<file path="src/inc/otc_pkg.sv">
package otc_pkg;

	// ------------------------------------------------------------
	// Clock and time base
	// ------------------------------------------------------------
	localparam int CLK_HZ        = 50_000_000;
	localparam int CLK_PERIOD_NS = 20;
	// Switch delays are counted in tenths of a second
	localparam int DELAY_TICK_NS     = 100_000_000;
	localparam int DELAY_TICK_CYCLES = DELAY_TICK_NS / CLK_PERIOD_NS;
	localparam logic [15:0] DELAY_LIMIT   = 16'h8ca0;	// 3600.0 s
	localparam logic [15:0] DELAY_DEFAULT = 16'h0000;	// 0.0 s

	// ------------------------------------------------------------
	// Normalised level: 0.1 % steps, 1000 is full range
	// ------------------------------------------------------------
	localparam int         PCT_FULL_INT = 1000;
	localparam logic [9:0] PCT_FULL     = 10'h3e8;
	localparam logic [31:0] PCT_FULL_W  = 32'h0000_03e8;

	// ------------------------------------------------------------
	// Pulse role, frequencies in 0.01 kHz steps
	// ------------------------------------------------------------
	localparam int          PULSE_UNIT_HZ      = 10;
	localparam int          PULSE_FMIN_INT     = 1;
	localparam logic [13:0] PULSE_FMIN         = 14'h0001;	// 0.01 kHz
	localparam logic [13:0] PULSE_FMAX_LIMIT   = 14'h2710;	// 100.00 kHz
	localparam logic [13:0] PULSE_FMAX_DEFAULT = 14'h1388;	// 50.00 kHz
	// Half period = HALF_PERIOD_NUM / (fmin*1000 + pct*(fmax-fmin))
	localparam logic [31:0] HALF_PERIOD_NUM =
		32'(64'(CLK_HZ) * 64'(PCT_FULL_INT) / 64'(2 * PULSE_UNIT_HZ));
	localparam logic [31:0] PULSE_BASE_DEN  = 32'(PULSE_FMIN_INT * PCT_FULL_INT);
	localparam logic [21:0] HALF_PERIOD_MAX = 22'h3fffff;
	localparam logic [21:0] HALF_PERIOD_MIN = 22'h000001;

	// ------------------------------------------------------------
	// Analog outputs: level in 0.001 % steps, 100000 is 10 V
	// ------------------------------------------------------------
	localparam logic        [16:0] AO_FULL        = 17'h186a0;
	localparam logic signed [23:0] OFFSET_SCALE   = 24'h000064;
	localparam logic signed [10:0] OFFSET_LIMIT   = 11'h3e8;	// 100.0 %
	localparam logic signed [10:0] OFFSET_DEFAULT = 11'h000;
	localparam logic signed [10:0] GAIN_LIMIT     = 11'h3e8;	// 10.00
	localparam logic signed [10:0] GAIN_DEFAULT   = 11'h064;	// 1.00

	// ------------------------------------------------------------
	// Source codes and their scaling
	// ------------------------------------------------------------
	localparam int SRC_COUNT = 16;
	localparam logic [3:0] SRC_RUN_FREQ  = 4'h0;
	localparam logic [3:0] SRC_SET_FREQ  = 4'h1;
	localparam logic [3:0] SRC_CURRENT   = 4'h2;
	localparam logic [3:0] SRC_TORQUE    = 4'h3;
	localparam logic [3:0] SRC_POWER     = 4'h4;
	localparam logic [3:0] SRC_VOLTAGE   = 4'h5;
	localparam logic [3:0] SRC_PULSE_IN  = 4'h6;
	localparam logic [3:0] SRC_AIN_ONE   = 4'h7;
	localparam logic [3:0] SRC_AIN_TWO   = 4'h8;
	localparam logic [3:0] SRC_LENGTH    = 4'ha;
	localparam logic [3:0] SRC_COUNT_VAL = 4'hb;
	localparam logic [3:0] SRC_COMM      = 4'hc;
	localparam logic [3:0] SRC_SPEED     = 4'hd;
	localparam logic [3:0] SRC_ABS_CURR  = 4'he;
	localparam logic [3:0] SRC_BUS_VOLT  = 4'hf;
	localparam logic [3:0] RATED_DEN_MUL = 4'h2;	// twice rated value
	localparam logic [3:0] VOLT_NUM_MUL  = 4'ha;	// 1.2 = 12 / 10
	localparam logic [3:0] VOLT_DEN_MUL  = 4'hc;
	localparam logic [15:0] PULSE_IN_FULL = 16'h2710;	// 100.00 kHz
	localparam logic [15:0] AIN_FULL      = 16'h03e8;	// 10.00 V
	localparam logic [15:0] COMM_FULL     = 16'h03e8;	// 100.0 %
	localparam logic [15:0] ABS_CURR_FULL = 16'h2710;	// 1000.0 A
	localparam logic [15:0] BUS_VOLT_FULL = 16'h2710;	// 1000.0 V

	// ------------------------------------------------------------
	// Switch outputs and polarity digits
	// ------------------------------------------------------------
	localparam int SW_COUNT  = 4;
	localparam int SW_OC     = 0;
	localparam int SW_RELAY1 = 1;
	localparam int SW_RELAY2 = 2;
	localparam int SW_MUX    = 3;
	localparam int POL_W_OC     = 1;
	localparam int POL_W_RELAY1 = 10;
	localparam int POL_W_MUX    = 10000;
	localparam int POL_RADIX    = 10;
	localparam int POL_NEGATIVE = 1;
	localparam int DIV_STEPS    = 32;

	// ------------------------------------------------------------
	// Types
	// ------------------------------------------------------------
	typedef enum logic {OTC_MODE_PULSE, OTC_MODE_SWITCH} otc_mux_mode_t;

	typedef enum logic [1:0] {DIV_LOAD, DIV_RUN, DIV_STORE} otc_div_state_t;

	typedef struct packed {
		otc_mux_mode_t         mux_mode;
		logic [3:0]            pulse_src;
		logic [3:0]            ao1_src;
		logic [3:0]            ao2_src;
		logic [13:0]           pulse_fmax;
		logic signed [10:0]    ao1_offset;
		logic signed [10:0]    ao1_gain;
		logic signed [10:0]    ao2_offset;
		logic signed [10:0]    ao2_gain;
		logic [3:0][15:0]      delay;
		logic [16:0]           polarity;
	} otc_cfg_t;

	typedef struct packed {
		logic [15:0] max_freq;
		logic [15:0] rated_current;
		logic [15:0] rated_torque;
		logic [15:0] rated_power;
		logic [15:0] rated_voltage;
		logic [15:0] max_length;
		logic [15:0] max_count;
		logic [15:0] max_speed;
	} otc_refs_t;

	localparam otc_cfg_t CFG_DEFAULT = '{
		mux_mode:   OTC_MODE_PULSE,
		pulse_src:  SRC_RUN_FREQ,
		ao1_src:    SRC_RUN_FREQ,
		ao2_src:    SRC_SET_FREQ,
		pulse_fmax: PULSE_FMAX_DEFAULT,
		ao1_offset: OFFSET_DEFAULT,
		ao1_gain:   GAIN_DEFAULT,
		ao2_offset: OFFSET_DEFAULT,
		ao2_gain:   GAIN_DEFAULT,
		delay:      {4{DELAY_DEFAULT}},
		polarity:   17'h00000
	};

endpackage : otc_pkg

</file>
<file path="src/logic/otc_output_terminals.sv">
`timescale 1ns/1ns
module otc_output_terminals
#(
	parameter int DELAY_TICK_CYCLES = otc_pkg::DELAY_TICK_CYCLES,
	parameter int SRC_COUNT         = otc_pkg::SRC_COUNT
)
(
	input  wire logic                        clk_sys_in,
	input  wire logic                        reset_in,
	input  wire logic                        cfg_write_in,
	input  wire otc_pkg::otc_cfg_t           cfg_in,
	input  wire otc_pkg::otc_refs_t          refs_in,
	input  wire logic [SRC_COUNT-1:0][15:0]  meas_in,
	input  wire logic [3:0]                  switch_state_in,
	output logic                             multiplex_output_terminal_out,
	output logic                             open_collector_output_one_out,
	output logic                             relay_one_contacts_out,
	output logic                             relay_two_out,
	output logic [16:0]                      analog_output_one_out,
	output logic [16:0]                      analog_output_two_out,
	output otc_pkg::otc_cfg_t                cfg_out
);

	localparam int TW = $clog2(DELAY_TICK_CYCLES + 1);

	// ------------------------------------------------------------
	// Helpers
	// ------------------------------------------------------------
	function automatic logic signed [10:0] clamp_s(input logic signed [10:0] v,
		input logic signed [10:0] lim);
		if (v > lim)
			return lim;
		else if (v < -lim)
			return -lim;
		return v;
	endfunction : clamp_s

	// Numerator and denominator giving the source in 0.1 % of full range
	function automatic logic [63:0] norm_terms(input logic [3:0] code,
		input logic [SRC_COUNT-1:0][15:0] meas, input otc_pkg::otc_refs_t refs);
		logic [31:0] raw;
		logic [31:0] num;
		logic [31:0] den;
		raw = 32'(meas[code]) * otc_pkg::PCT_FULL_W;
		num = raw;
		den = 32'h0000_0001;
		case (code)
			otc_pkg::SRC_RUN_FREQ,
			otc_pkg::SRC_SET_FREQ:  den = 32'(refs.max_freq);
			otc_pkg::SRC_CURRENT:   den = 32'(refs.rated_current) * 32'(otc_pkg::RATED_DEN_MUL);
			otc_pkg::SRC_TORQUE:    den = 32'(refs.rated_torque) * 32'(otc_pkg::RATED_DEN_MUL);
			otc_pkg::SRC_POWER:     den = 32'(refs.rated_power) * 32'(otc_pkg::RATED_DEN_MUL);
			otc_pkg::SRC_VOLTAGE:
			begin
				num = raw * 32'(otc_pkg::VOLT_NUM_MUL);
				den = 32'(refs.rated_voltage) * 32'(otc_pkg::VOLT_DEN_MUL);
			end
			otc_pkg::SRC_PULSE_IN:  den = 32'(otc_pkg::PULSE_IN_FULL);
			otc_pkg::SRC_AIN_ONE,
			otc_pkg::SRC_AIN_TWO:   den = 32'(otc_pkg::AIN_FULL);
			otc_pkg::SRC_LENGTH:    den = 32'(refs.max_length);
			otc_pkg::SRC_COUNT_VAL: den = 32'(refs.max_count);
			otc_pkg::SRC_COMM:      den = 32'(otc_pkg::COMM_FULL);
			otc_pkg::SRC_SPEED:     den = 32'(refs.max_speed);
			otc_pkg::SRC_ABS_CURR:  den = 32'(otc_pkg::ABS_CURR_FULL);
			otc_pkg::SRC_BUS_VOLT:  den = 32'(otc_pkg::BUS_VOLT_FULL);
			default:                num = '0;	// Reserved code reads as zero
		endcase
		return {num, den};
	endfunction : norm_terms

	// Corrected analog level, clamped to the 0 to 10 V span
	function automatic logic [16:0] ao_level(input logic [9:0] pct,
		input logic signed [10:0] gain, input logic signed [10:0] offset);
		logic signed [23:0] y;
		y = $signed(24'(gain)) * $signed({14'h0000, pct})
			+ $signed(24'(offset)) * otc_pkg::OFFSET_SCALE;
		if (y < 0)
			return '0;
		else if (y > $signed({7'h00, otc_pkg::AO_FULL}))
			return otc_pkg::AO_FULL;
		return y[16:0];
	endfunction : ao_level

	function automatic logic pol_negative(input logic [16:0] pol, input int weight);
		return ((int'(pol) / weight) % otc_pkg::POL_RADIX) == otc_pkg::POL_NEGATIVE;
	endfunction : pol_negative

	// ------------------------------------------------------------
	// Configuration
	// ------------------------------------------------------------
	otc_pkg::otc_cfg_t cfg;
	otc_pkg::otc_cfg_t next_cfg;

	// Out-of-range settings are clamped so the pulse limit always holds
	always_comb
	begin
		next_cfg = cfg;
		if (cfg_write_in)
		begin
			next_cfg = cfg_in;
			if (cfg_in.pulse_fmax < otc_pkg::PULSE_FMIN)
				next_cfg.pulse_fmax = otc_pkg::PULSE_FMIN;
			else if (cfg_in.pulse_fmax > otc_pkg::PULSE_FMAX_LIMIT)
				next_cfg.pulse_fmax = otc_pkg::PULSE_FMAX_LIMIT;
			next_cfg.ao1_offset = clamp_s(cfg_in.ao1_offset, otc_pkg::OFFSET_LIMIT);
			next_cfg.ao2_offset = clamp_s(cfg_in.ao2_offset, otc_pkg::OFFSET_LIMIT);
			next_cfg.ao1_gain   = clamp_s(cfg_in.ao1_gain, otc_pkg::GAIN_LIMIT);
			next_cfg.ao2_gain   = clamp_s(cfg_in.ao2_gain, otc_pkg::GAIN_LIMIT);
			for (int i = 0; i < otc_pkg::SW_COUNT; i++)
			begin
				if (cfg_in.delay[i] > otc_pkg::DELAY_LIMIT)
					next_cfg.delay[i] = otc_pkg::DELAY_LIMIT;
			end
		end
	end

	// Reset loads defaults, second analog source included
	always_ff @(posedge clk_sys_in or posedge reset_in)
	begin
		if (reset_in)
			cfg <= otc_pkg::CFG_DEFAULT;
		else
			cfg <= next_cfg;
	end

	// ------------------------------------------------------------
	// Delay tick, one pulse per 0.1 s
	// ------------------------------------------------------------
	logic [TW-1:0] tick_count;
	logic [TW-1:0] next_tick_count;
	logic          tick;
	logic          next_tick;

	always_comb
	begin
		next_tick       = (tick_count == TW'(DELAY_TICK_CYCLES - 1));
		next_tick_count = next_tick ? '0 : tick_count + 1'b1;
	end

	always_ff @(posedge clk_sys_in or posedge reset_in)
	begin
		if (reset_in)
		begin
			tick_count <= '0;
			tick       <= 1'b0;
		end
		else
		begin
			tick_count <= next_tick_count;
			tick       <= next_tick;
		end
	end

	// ------------------------------------------------------------
	// Shared serial divider
	// ------------------------------------------------------------
	// One divider serves all four channels in turn; slow sources make
	// the 136-cycle round trip per channel invisible at the terminals.
	otc_pkg::otc_div_state_t div_state;
	otc_pkg::otc_div_state_t next_div_state;
	logic [1:0]       div_chan;
	logic [1:0]       next_div_chan;
	logic [31:0]      div_den;
	logic [31:0]      next_div_den;
	logic [31:0]      div_quo;
	logic [31:0]      next_div_quo;
	logic [32:0]      div_rem;
	logic [32:0]      next_div_rem;
	logic [5:0]       div_step;
	logic [5:0]       next_div_step;
	logic [2:0][9:0]  pct;
	logic [2:0][9:0]  next_pct;
	logic [21:0]      half_period;
	logic [21:0]      next_half_period;
	logic [63:0]      terms;
	logic [32:0]      shifted;

	always_comb
	begin
		next_div_state   = div_state;
		next_div_chan    = div_chan;
		next_div_den     = div_den;
		next_div_quo     = div_quo;
		next_div_rem     = div_rem;
		next_div_step    = div_step;
		next_pct         = pct;
		next_half_period = half_period;
		terms            = '0;
		shifted          = '0;
		case (div_state)
			otc_pkg::DIV_LOAD:
			begin
				case (div_chan)
					2'h0:    terms = norm_terms(cfg.pulse_src, meas_in, refs_in);
					2'h1:    terms = norm_terms(cfg.ao1_src, meas_in, refs_in);
					2'h2:    terms = norm_terms(cfg.ao2_src, meas_in, refs_in);
					default: terms = {otc_pkg::HALF_PERIOD_NUM, otc_pkg::PULSE_BASE_DEN
						+ 32'(pct[0]) * 32'(cfg.pulse_fmax - otc_pkg::PULSE_FMIN)};
				endcase
				next_div_quo   = terms[63:32];
				next_div_den   = terms[31:0];
				next_div_rem   = '0;
				next_div_step  = '0;
				next_div_state = otc_pkg::DIV_RUN;
			end
			otc_pkg::DIV_RUN:
			begin
				shifted = {div_rem[31:0], div_quo[31]};
				if (shifted >= {1'b0, div_den})
				begin
					next_div_rem = shifted - {1'b0, div_den};
					next_div_quo = {div_quo[30:0], 1'b1};
				end
				else
				begin
					next_div_rem = shifted;
					next_div_quo = {div_quo[30:0], 1'b0};
				end
				next_div_step = div_step + 6'h01;
				if (div_step == 6'(otc_pkg::DIV_STEPS - 1))
					next_div_state = otc_pkg::DIV_STORE;
			end
			otc_pkg::DIV_STORE:
			begin
				if (div_chan == 2'h3)
				begin
					if (div_quo > 32'(otc_pkg::HALF_PERIOD_MAX))
						next_half_period = otc_pkg::HALF_PERIOD_MAX;
					else if (div_quo < 32'(otc_pkg::HALF_PERIOD_MIN))
						next_half_period = otc_pkg::HALF_PERIOD_MIN;
					else
						next_half_period = div_quo[21:0];
				end
				else if (div_den == '0)
					next_pct[div_chan] = '0;	// Missing reference reads as zero
				else if (div_quo > otc_pkg::PCT_FULL_W)
					next_pct[div_chan] = otc_pkg::PCT_FULL;	// Over-range saturates
				else
					next_pct[div_chan] = div_quo[9:0];
				next_div_chan  = div_chan + 2'h1;
				next_div_state = otc_pkg::DIV_LOAD;
			end
			default: next_div_state = otc_pkg::DIV_LOAD;
		endcase
	end

	always_ff @(posedge clk_sys_in or posedge reset_in)
	begin
		if (reset_in)
		begin
			div_state   <= otc_pkg::DIV_LOAD;
			div_chan    <= '0;
			div_den     <= '0;
			div_quo     <= '0;
			div_rem     <= '0;
			div_step    <= '0;
			pct         <= '0;
			half_period <= otc_pkg::HALF_PERIOD_MAX;
		end
		else
		begin
			div_state   <= next_div_state;
			div_chan    <= next_div_chan;
			div_den     <= next_div_den;
			div_quo     <= next_div_quo;
			div_rem     <= next_div_rem;
			div_step    <= next_div_step;
			pct         <= next_pct;
			half_period <= next_half_period;
		end
	end

	// ------------------------------------------------------------
	// Pulse role square wave
	// ------------------------------------------------------------
	logic [21:0] pulse_count;
	logic [21:0] next_pulse_count;
	logic [21:0] pulse_half;
	logic [21:0] next_pulse_half;
	logic        pulse_level;
	logic        next_pulse_level;

	// A shorter new period ends the half early: prompt start, no half below the shorter period
	always_comb
	begin
		next_pulse_count = pulse_count + 22'h000001;
		next_pulse_half  = pulse_half;
		next_pulse_level = pulse_level;
		if (pulse_count >= pulse_half - 22'h000001 || pulse_count >= half_period - 22'h000001)
		begin
			next_pulse_count = '0;
			next_pulse_level = ~pulse_level;
			next_pulse_half  = half_period;
		end
	end

	always_ff @(posedge clk_sys_in or posedge reset_in)
	begin
		if (reset_in)
		begin
			pulse_count <= '0;
			pulse_half  <= otc_pkg::HALF_PERIOD_MAX;
			pulse_level <= 1'b0;
		end
		else
		begin
			pulse_count <= next_pulse_count;
			pulse_half  <= next_pulse_half;
			pulse_level <= next_pulse_level;
		end
	end

	// ------------------------------------------------------------
	// Switch delays, one per output
	// ------------------------------------------------------------
	logic [otc_pkg::SW_COUNT-1:0] delayed;

	for (genvar i = 0; i < otc_pkg::SW_COUNT; i++)
	begin : g_delay
		otc_switch_delay u_delay
		(
			.clk_sys_in (clk_sys_in),
			.reset_in   (reset_in),
			.tick_in    (tick),
			.state_in   (switch_state_in[i]),
			.delay_in   (cfg.delay[i]),
			.level_out  (delayed[i])
		);
	end

	// ------------------------------------------------------------
	// Terminal drivers, 1 means terminal closed to common
	// ------------------------------------------------------------
	logic        next_mux;
	logic        next_oc1;
	logic        next_relay1;
	logic        next_relay2;
	logic [16:0] next_ao1;
	logic [16:0] next_ao2;

	// Second relay has no polarity digit and stays positive logic
	always_comb
	begin
		next_oc1    = delayed[otc_pkg::SW_OC]
			^ pol_negative(cfg.polarity, otc_pkg::POL_W_OC);
		next_relay1 = delayed[otc_pkg::SW_RELAY1]
			^ pol_negative(cfg.polarity, otc_pkg::POL_W_RELAY1);
		next_relay2 = delayed[otc_pkg::SW_RELAY2];
		if (cfg.mux_mode == otc_pkg::OTC_MODE_PULSE)
			next_mux = pulse_level;
		else
			next_mux = delayed[otc_pkg::SW_MUX]
				^ pol_negative(cfg.polarity, otc_pkg::POL_W_MUX);
		next_ao1 = ao_level(pct[1], cfg.ao1_gain, cfg.ao1_offset);
		next_ao2 = ao_level(pct[2], cfg.ao2_gain, cfg.ao2_offset);
	end

	always_ff @(posedge clk_sys_in or posedge reset_in)
	begin
		if (reset_in)
		begin
			multiplex_output_terminal_out <= 1'b0;
			open_collector_output_one_out <= 1'b0;
			relay_one_contacts_out        <= 1'b0;
			relay_two_out                 <= 1'b0;
			analog_output_one_out         <= '0;
			analog_output_two_out         <= '0;
			cfg_out                       <= otc_pkg::CFG_DEFAULT;
		end
		else
		begin
			multiplex_output_terminal_out <= next_mux;
			open_collector_output_one_out <= next_oc1;
			relay_one_contacts_out        <= next_relay1;
			relay_two_out                 <= next_relay2;
			analog_output_one_out         <= next_ao1;
			analog_output_two_out         <= next_ao2;
			cfg_out                       <= next_cfg;
		end
	end

endmodule : otc_output_terminals

</file>
<file path="src/logic/otc_switch_delay.sv">
`timescale 1ns/1ns
module otc_switch_delay
(
	input  wire logic        clk_sys_in,
	input  wire logic        reset_in,
	input  wire logic        tick_in,
	input  wire logic        state_in,
	input  wire logic [15:0] delay_in,
	output logic             level_out
);

	logic [15:0] tick_count;
	logic [15:0] next_tick_count;
	logic        next_level;

	// ------------------------------------------------------------
	// Persistence timer
	// ------------------------------------------------------------
	// A state that flips back before the delay expires restarts the wait
	always_comb
	begin
		next_level      = level_out;
		next_tick_count = tick_count;
		if (state_in == level_out)
			next_tick_count = '0;
		else if (tick_count >= delay_in)
		begin
			next_level      = state_in;
			next_tick_count = '0;
		end
		else if (tick_in)
			next_tick_count = tick_count + 16'h0001;
	end

	always_ff @(posedge clk_sys_in or posedge reset_in)
	begin
		if (reset_in)
		begin
			level_out  <= 1'b0;
			tick_count <= '0;
		end
		else
		begin
			level_out  <= next_level;
			tick_count <= next_tick_count;
		end
	end

endmodule : otc_switch_delay

</file>
<file path="config.mk">
export PLATFORM = sky130hd
export DESIGN_NAME = otc_output_terminals
export DESIGN_NICKNAME = d
export VERILOG_FILES = /design/src/inc/otc_pkg.sv /design/src/logic/otc_output_terminals.sv /design/src/logic/otc_switch_delay.sv
export SDC_FILE = /design/constraint.sdc
export NUM_CORES = 2
export LEC_CHECK = 0
export ABC_AREA = 1
export BUFFER_PORTS_ARGS = -buffer_cell sky130_fd_sc_hd__buf_4
export CORE_MARGIN = 4
export CORE_UTILIZATION = 35
export DETAILED_ROUTE_END_ITERATION = 16
export SYNTH_ARGS = -nofsm -noshare
export SYNTH_HDL_FRONTEND = slang
export SYNTH_SLANG_ARGS = --single-unit
</file>
<file path="constraint.sdc">
create_clock -name clk_sys_in -period 19.5 [get_ports clk_sys_in]
set_input_delay 3.9 -clock clk_sys_in [delete_from_list [all_inputs] [get_ports clk_sys_in]]
set_output_delay 3.9 -clock clk_sys_in [all_outputs]
set_load 0.03 [all_outputs]
</file>
Yosys cells after proc, flatten, opt, wreduce, memory -nomap -nowiden
Index checks and enable logic that the tools add are counted.

cells by class
  add/subtract/negate cells = 15
  $mul = 12
  div/mod/pow operators = 5
  $lt $le $gt $ge = 33
  equal/unequal tests = 57
  multiplexer cells = 82
  bitwise logic cells = 14
  reduce and logical (&&, ||, !) cells = 31

operators by type and width
  operator                                                         number
  case mux 20 bit (10 select lines)                                3
  two-way mux 16 bit                                               19
  binary-select mux 16 bit (select 4 bit)                          3
  case mux 64 bit (3 select lines)                                 1
  case mux 30 bit (2 select lines)                                 3
  two-way mux 11 bit                                               12
  case mux 32 bit (2 select lines)                                 2
  two-way mux 17 bit                                               6
  == test 32 x 2 -> 1 bit, second input constant                   3
  == test 4 bit, second input constant                             21
  multiplier 23 x 3 -> 26 bit, second input constant               3
  multiplier 16 x 7 -> 23 bit, second input constant               3
  two-way mux 22 bit                                               3
  adder 16 x 1 -> 16 bit, second input constant                    4
  >= comparator 16 bit                                             4
  greater-than comparator 16 bit, second input constant            4
  modulo 32 x 5 -> 32 bit, second input constant                   2
  two-way mux 30 bit                                               2
  == test 4 x 3 -> 1 bit, second input constant                    12
  adder 22 x 19 -> 23 bit                                          2
  greater-than comparator 23 x 18 -> 1 bit, second input constant  2
  less-than comparator 23 x 1 -> 1 bit, second input constant      2
  >= comparator 22 bit                                             2
  greater-than comparator 11 bit, second input constant            4
  other kinds (61)                                                 127

word-level totals
  flip-flop bits (word level) = 485
  input bits = 543
  output and inout bits = 190
  word-level logic and storage cells = 292

Depth between registers and ports, before layout
  word-level depth = 8
  gate-level depth with buffers = 91
  depth with buffers taken out = 89

Cells and area by module
From an unflattened synthesis, not the netlist that was laid out.

second synthesis, totals
  cell total of the unflattened synthesis = 8892
  area total of the unflattened synthesis = 67045.6 um2

by module, submodules not included
  module                                     instances  cells an instance  area each (um2)  sequential area each (um2)
  otc_output_terminals                       1          8166               61401.4          10380.0
  otc_switch_delay (g_delay[0].u_delay ...)  3          183                1417.6           425.4
  otc_switch_delay (g_delay[3].u_delay)      1          177                1391.3           425.4

Least setup slack after synthesis
No wires, ideal clock.

  path type = input -> register
  from = input meas_in[178] (netlist bit)
  to = register div_quo[29]
  library setup time = 0.087 ns
  data arrival time = 10.708 ns
  data required time = 19.413 ns
  slack = 8.705 ns
  stages = 44
  path buffers = 0
  cell sequence = o22ai_1 > o21ai_0 > nand4_1 > inv_1 > fa_1 > inv_1 > fa_1 > fa_1 > inv_1 > fa_1 > ha_1 > nand2_1 > nor2_1 > a211oi_1 > xor2_1 > ha_1 > ha_1 > nand2_1 > [... 8 more ...] > o21ai_0 > nand3_1 > nand2_1 > inv_1 > nor2_1 > o21ai_0 > nand2_1 > nand2_1 > inv_1 > nor2_1 > inv_1 > a21oi_1 > or2_2 > nand2_1 > nand3_1 > nand3_1 > nand2_1 > o211ai_1

on the way
  word-level cells in the longest chain between the ends = 7
  elaborated cells on any way between the ends = 17

RTL lines
  element                                   line                         source
  start, declared                           otc_output_terminals.sv:13   input wire logic [SRC_COUNT-1:0][15:0] meas_in,
  binary-select mux 16 bit (select 4 bit)   otc_output_terminals.sv:44   raw = 32'(meas[code]) * otc_pkg::PCT_FULL_W;
  two-way mux 16 bit (not written as such)  otc_output_terminals.sv:44
  multiplier 16 x 7 -> 23 bit               otc_output_terminals.sv:44
  multiplier 23 x 3 -> 26 bit               otc_output_terminals.sv:55   num = raw * 32'(otc_pkg::VOLT_NUM_MUL);
  case mux 30 bit (2 select lines)          otc_output_terminals.sv:47   case (code)
  case mux 64 bit (3 select lines) (*)      otc_output_terminals.sv:194  case (div_chan)
  case mux 32 bit (2 select lines) (*)      otc_output_terminals.sv:191  case (div_state)
  end signal, assigned                      otc_output_terminals.sv:266  div_quo <= next_div_quo;
  end, declared                             otc_output_terminals.sv:166  logic [31:0] div_quo;

Mark *: on every way between the ends. The rest lies on a longest branch, timed or not. The select of a mux whose other input is x is not followed.
A chain may end at the register's enable or synchronous reset.

Worst setup path after layout
  from = input meas_in[51] (netlist bit)
  to = register div_quo[29]

Same word-level chain as after synthesis.

==> results.py <==
metrics = {
    "cts": {
        "cts_hold_buf": 0,
        "clk_pin_slew_worst_paths_ns": 0.06,
        "cts_tree": "done",
        "post_cts_resized": 0,
        "cts_buffers": 61,
        "ctsRootBufferMaster": "clkbuf_16",
        "insertion_delay_ns": 0.74,
        "htreeDepth": 2,
        "postCtsSetupRepairBufs": 0,
        "ctsLongestPathBuffers": 3,
        "cts.sinks": 480,
    },
    "drt": {
        "viasPerCell": 5.38,
        "post-route-drc-count": 0,
        "postRouteAntennaNets": 0,
        "finalWirelength_mm": 252,
        "firstDrtPassIters": 6,
        "drt_iter0_markers": 5746,
        "wl_per_cell_um": 21.3,
        "via_count": 63700,
    },
    "worst_setup_path": {
        "cpPeakStageDelay_ns": 0.82,
        "reg2regPathDepth": 44,
        "cpMostUsedCell": "inv_1",
        "r2r_start": "cfg_out[140]$_DFFE_PP0P_",
        "timing.rr.end": "div_quo[29]$_DFFE_PP0P_",
        "cp-start-kind": "primary input",
        "reg2reg_slack_ns": 8.81,
        "crit_family": "adder cells",
        "cp.buffers_inverters": 10,
        "cp_data_required_time_ns": 20.13,
        "crit_slowest_cell": "o21ai_0",
        "worstSetupPathType": "in -> reg",
        "cp_max_fo": 5,
        "crit_arrival_ns": 12.72,
        "endpoint_kind": "register",
    },
    "synth": {
        "synth_seq_cells": 480,
        "synth_seq_area_share_pct": 18.4,
        "synth_top_cell_area_share_pct": 17.8,
        "ys_warn_count": 0,
        "yosysTopAreaCell": "fa_1",
        "syn_inst": 8676,
        "synth_area_per_cell_um2": 7.57,
        "synth_cell_types": 77,
        "synthFlopType": "dfrtp_1",
        "yosysMostFrequentCell": "inv_1",
        "synthArstFlopShare_pct": 100,
        "synthTopCellsByArea": "fa_1, dfrtp_1, ha_1",
        "synth_commonest_cells": "inv_1, nand2_1, ha_1",
        "synth_edf_count": 0,
        "syn_nets": 10500,
        "synth_area_um2": 65600,
    },
    "grt": {
        "track_usage_pct": 25.2,
        "overflow": 0,
        "grt_pass1_vias": 63100,
        "grt_max_degree": 107,
        "antenna_found_initial": 49,
        "grt_pass1_wl_mm": 382,
    },
    "sta": {
        "fin_setup_tns_ns": 0,
        "min_period_ns": 12.08,
        "final_max_slew_viol_count": 0,
        "worst_pin_slew_ns": 1.31,
        "skew_ns": 0.110,
        "setup_viol": 0,
        "grt_setup_unrepaired": "no",
        "hold_violations": 0,
        "slew_headroom_pct": 12.8,
        "finalCritPeriodShare_pct": 62.0,
        "max_freq_ghz": 0.0828,
    },
    "layout": {
        "drive_gt1_share_pct": 12.5,
        "multi_input_area_um2": 46000,
        "area_growth_pct": 16.1,
        "regArea_um2": 12100,
        "fillers": 19100,
        "fin_nets": 11100,
    },
    "min_path": {
        "hold_path_depth": 0,
        "hp-class": "reg -> reg",
        "min_to": "relay_two_out$_DFF_PP0_",
        "worstHoldStart": "g_delay[2].u_delay.level_out$_DFFE_PP0P_",
    },
    "job": {
        "cap_violations": 0,
    },
    "floorplan": {
        "die_x_um": 441,
        "core_um2": 186000,
        "io_pins": 733,
        "die_height_um": 441,
        "rows": 158,
        "dieArea_um2": 195000,
        "start_util_pct": 35.3,
    },
    "status": {
        "status": "complete, no violations",
    },
    "place": {
        "gp_congestion": 0.972,
        "hpwl_mm": 207,
        "io_buffer_count": 732,
    },
}
sequential cells by signal, indices dropped and copies added, names as in the netlist, 17 cells and up:
register                    count
pct                            30
g_delay.u_delay.tick_count     64
pulse_count                    22
div_den                        27
half_period                    22
div_quo                        32
tick_count                     23
pulse_half                     22
analog_output_two_out          17
div_rem                        32
analog_output_one_out          17
cfg_out                       152
worst register-to-register path, delay by kind of cell (launching register included):
family / cells / cell delay (ns)
fa+ha+maj: 7 / 3.14
compound gates: 11 / 3.04
simple gates: 14 / 1.89
buf+inv: 11 / 1.67
flops: 1 / 0.48
xor+xnor: 1 / 0.37
worst max-delay path by stage:
| stage | from | endpoint | slack (ns) | depth (start not counted) |
|---|---|---|---|---|
| 4_1_cts | meas_in[114] | div_quo[29]$_DFFE_PP0P_ | 7.71 | 45 |
| 3_3_place_gp | meas_in[114] | div_quo[29]$_DFFE_PP0P_ | 6.88 | 45 |
| 5_1_grt | meas_in[66] | div_quo[29]$_DFFE_PP0P_ | 6.75 | 45 |
| 6_report | meas_in[51] | div_quo[29]$_DFFE_PP0P_ | 7.42 | 42 |
| 3_5_place_dp | meas_in[114] | div_quo[29]$_DFFE_PP0P_ | 6.93 | 45 |
| 2_1_floorplan | reset_in | analog_output_one_out[0]$_DFF_PP0_ | 2.30 | 1 |
metrics by stage:
step                setup WS (ns)  hold slack, ns  cell area (um2)  instances  utilization, %
finish                       7.42           0.410            76200      11800            41.0
global route                 6.75           0.416            76200      11800            41.0
CTS                          7.71           0.413            76100      11800            40.9
detailed placement           6.93           0.400            73900      11700            39.7
global placement             6.88           0.392            73900      11700            39.7
floorplan                    2.30           0.387            65600       8676               -
kinds of logic (layout without fill, tap and decap cells):
family	Yosys count	after routing	synth area share [%]
other cells	0	31	0
fa+ha+maj	1273	1273	30.9
xor+xnor	283	283	3.79
buf+inv	2025	2679	11.6
simple gates	2711	2711	18.0
compound gates	1901	1901	17.2
flops	480	480	18.4
mux	3	3	0.0515
cells in the final DEF, fill, tap and decap left out, types with 31 or more instances in the layout:
cell	Yosys	layout
inv_1	1687	1681
nand2_1	1458	1455
buf_4	1	819
ha_1	689	689
o21ai_0	604	604
fa_1	584	584
nor2_1	512	509
o22ai_1	484	484
dfrtp_1	424	423
a21oi_1	422	422
nand3_1	318	318
xor2_1	205	205
nand4_1	124	124
nor3_1	89	89
xnor2_1	77	77
clkbuf_16	0	61
dfstp_2	56	56
o221ai_1	46	46
o21bai_1	45	45
inv_2	29	38
a221oi_1	37	37
nor4_1	35	35
nand2_2	32	35
or2_2	34	34
diode_2	0	31
cell type report:
class	count	share of cell area, %
sequential	480	15.9
clock inverter	36	0.680
antenna	31	0.102
inverter	1743	8.60
tap	2480	4.07
clock buffer	80	2.27
timing repair buffer	820	8.08
multi-input combinational	6171	60.3
layer usage:
metal / vias up / GRT usage, % / wire length (um)
li1: 29900 / - / -
met1: 30800 / 33.0 / 105000
met2: 2434 / 41.6 / 117000
met3: 616 / 3.80 / 17600
met4: 2 / 10.4 / 12400
met5: - / 0 / 13
Power is left out: the tool's default activity adds up to more than one toggle a clock period on the data nets, which glitch-free logic cannot reach.
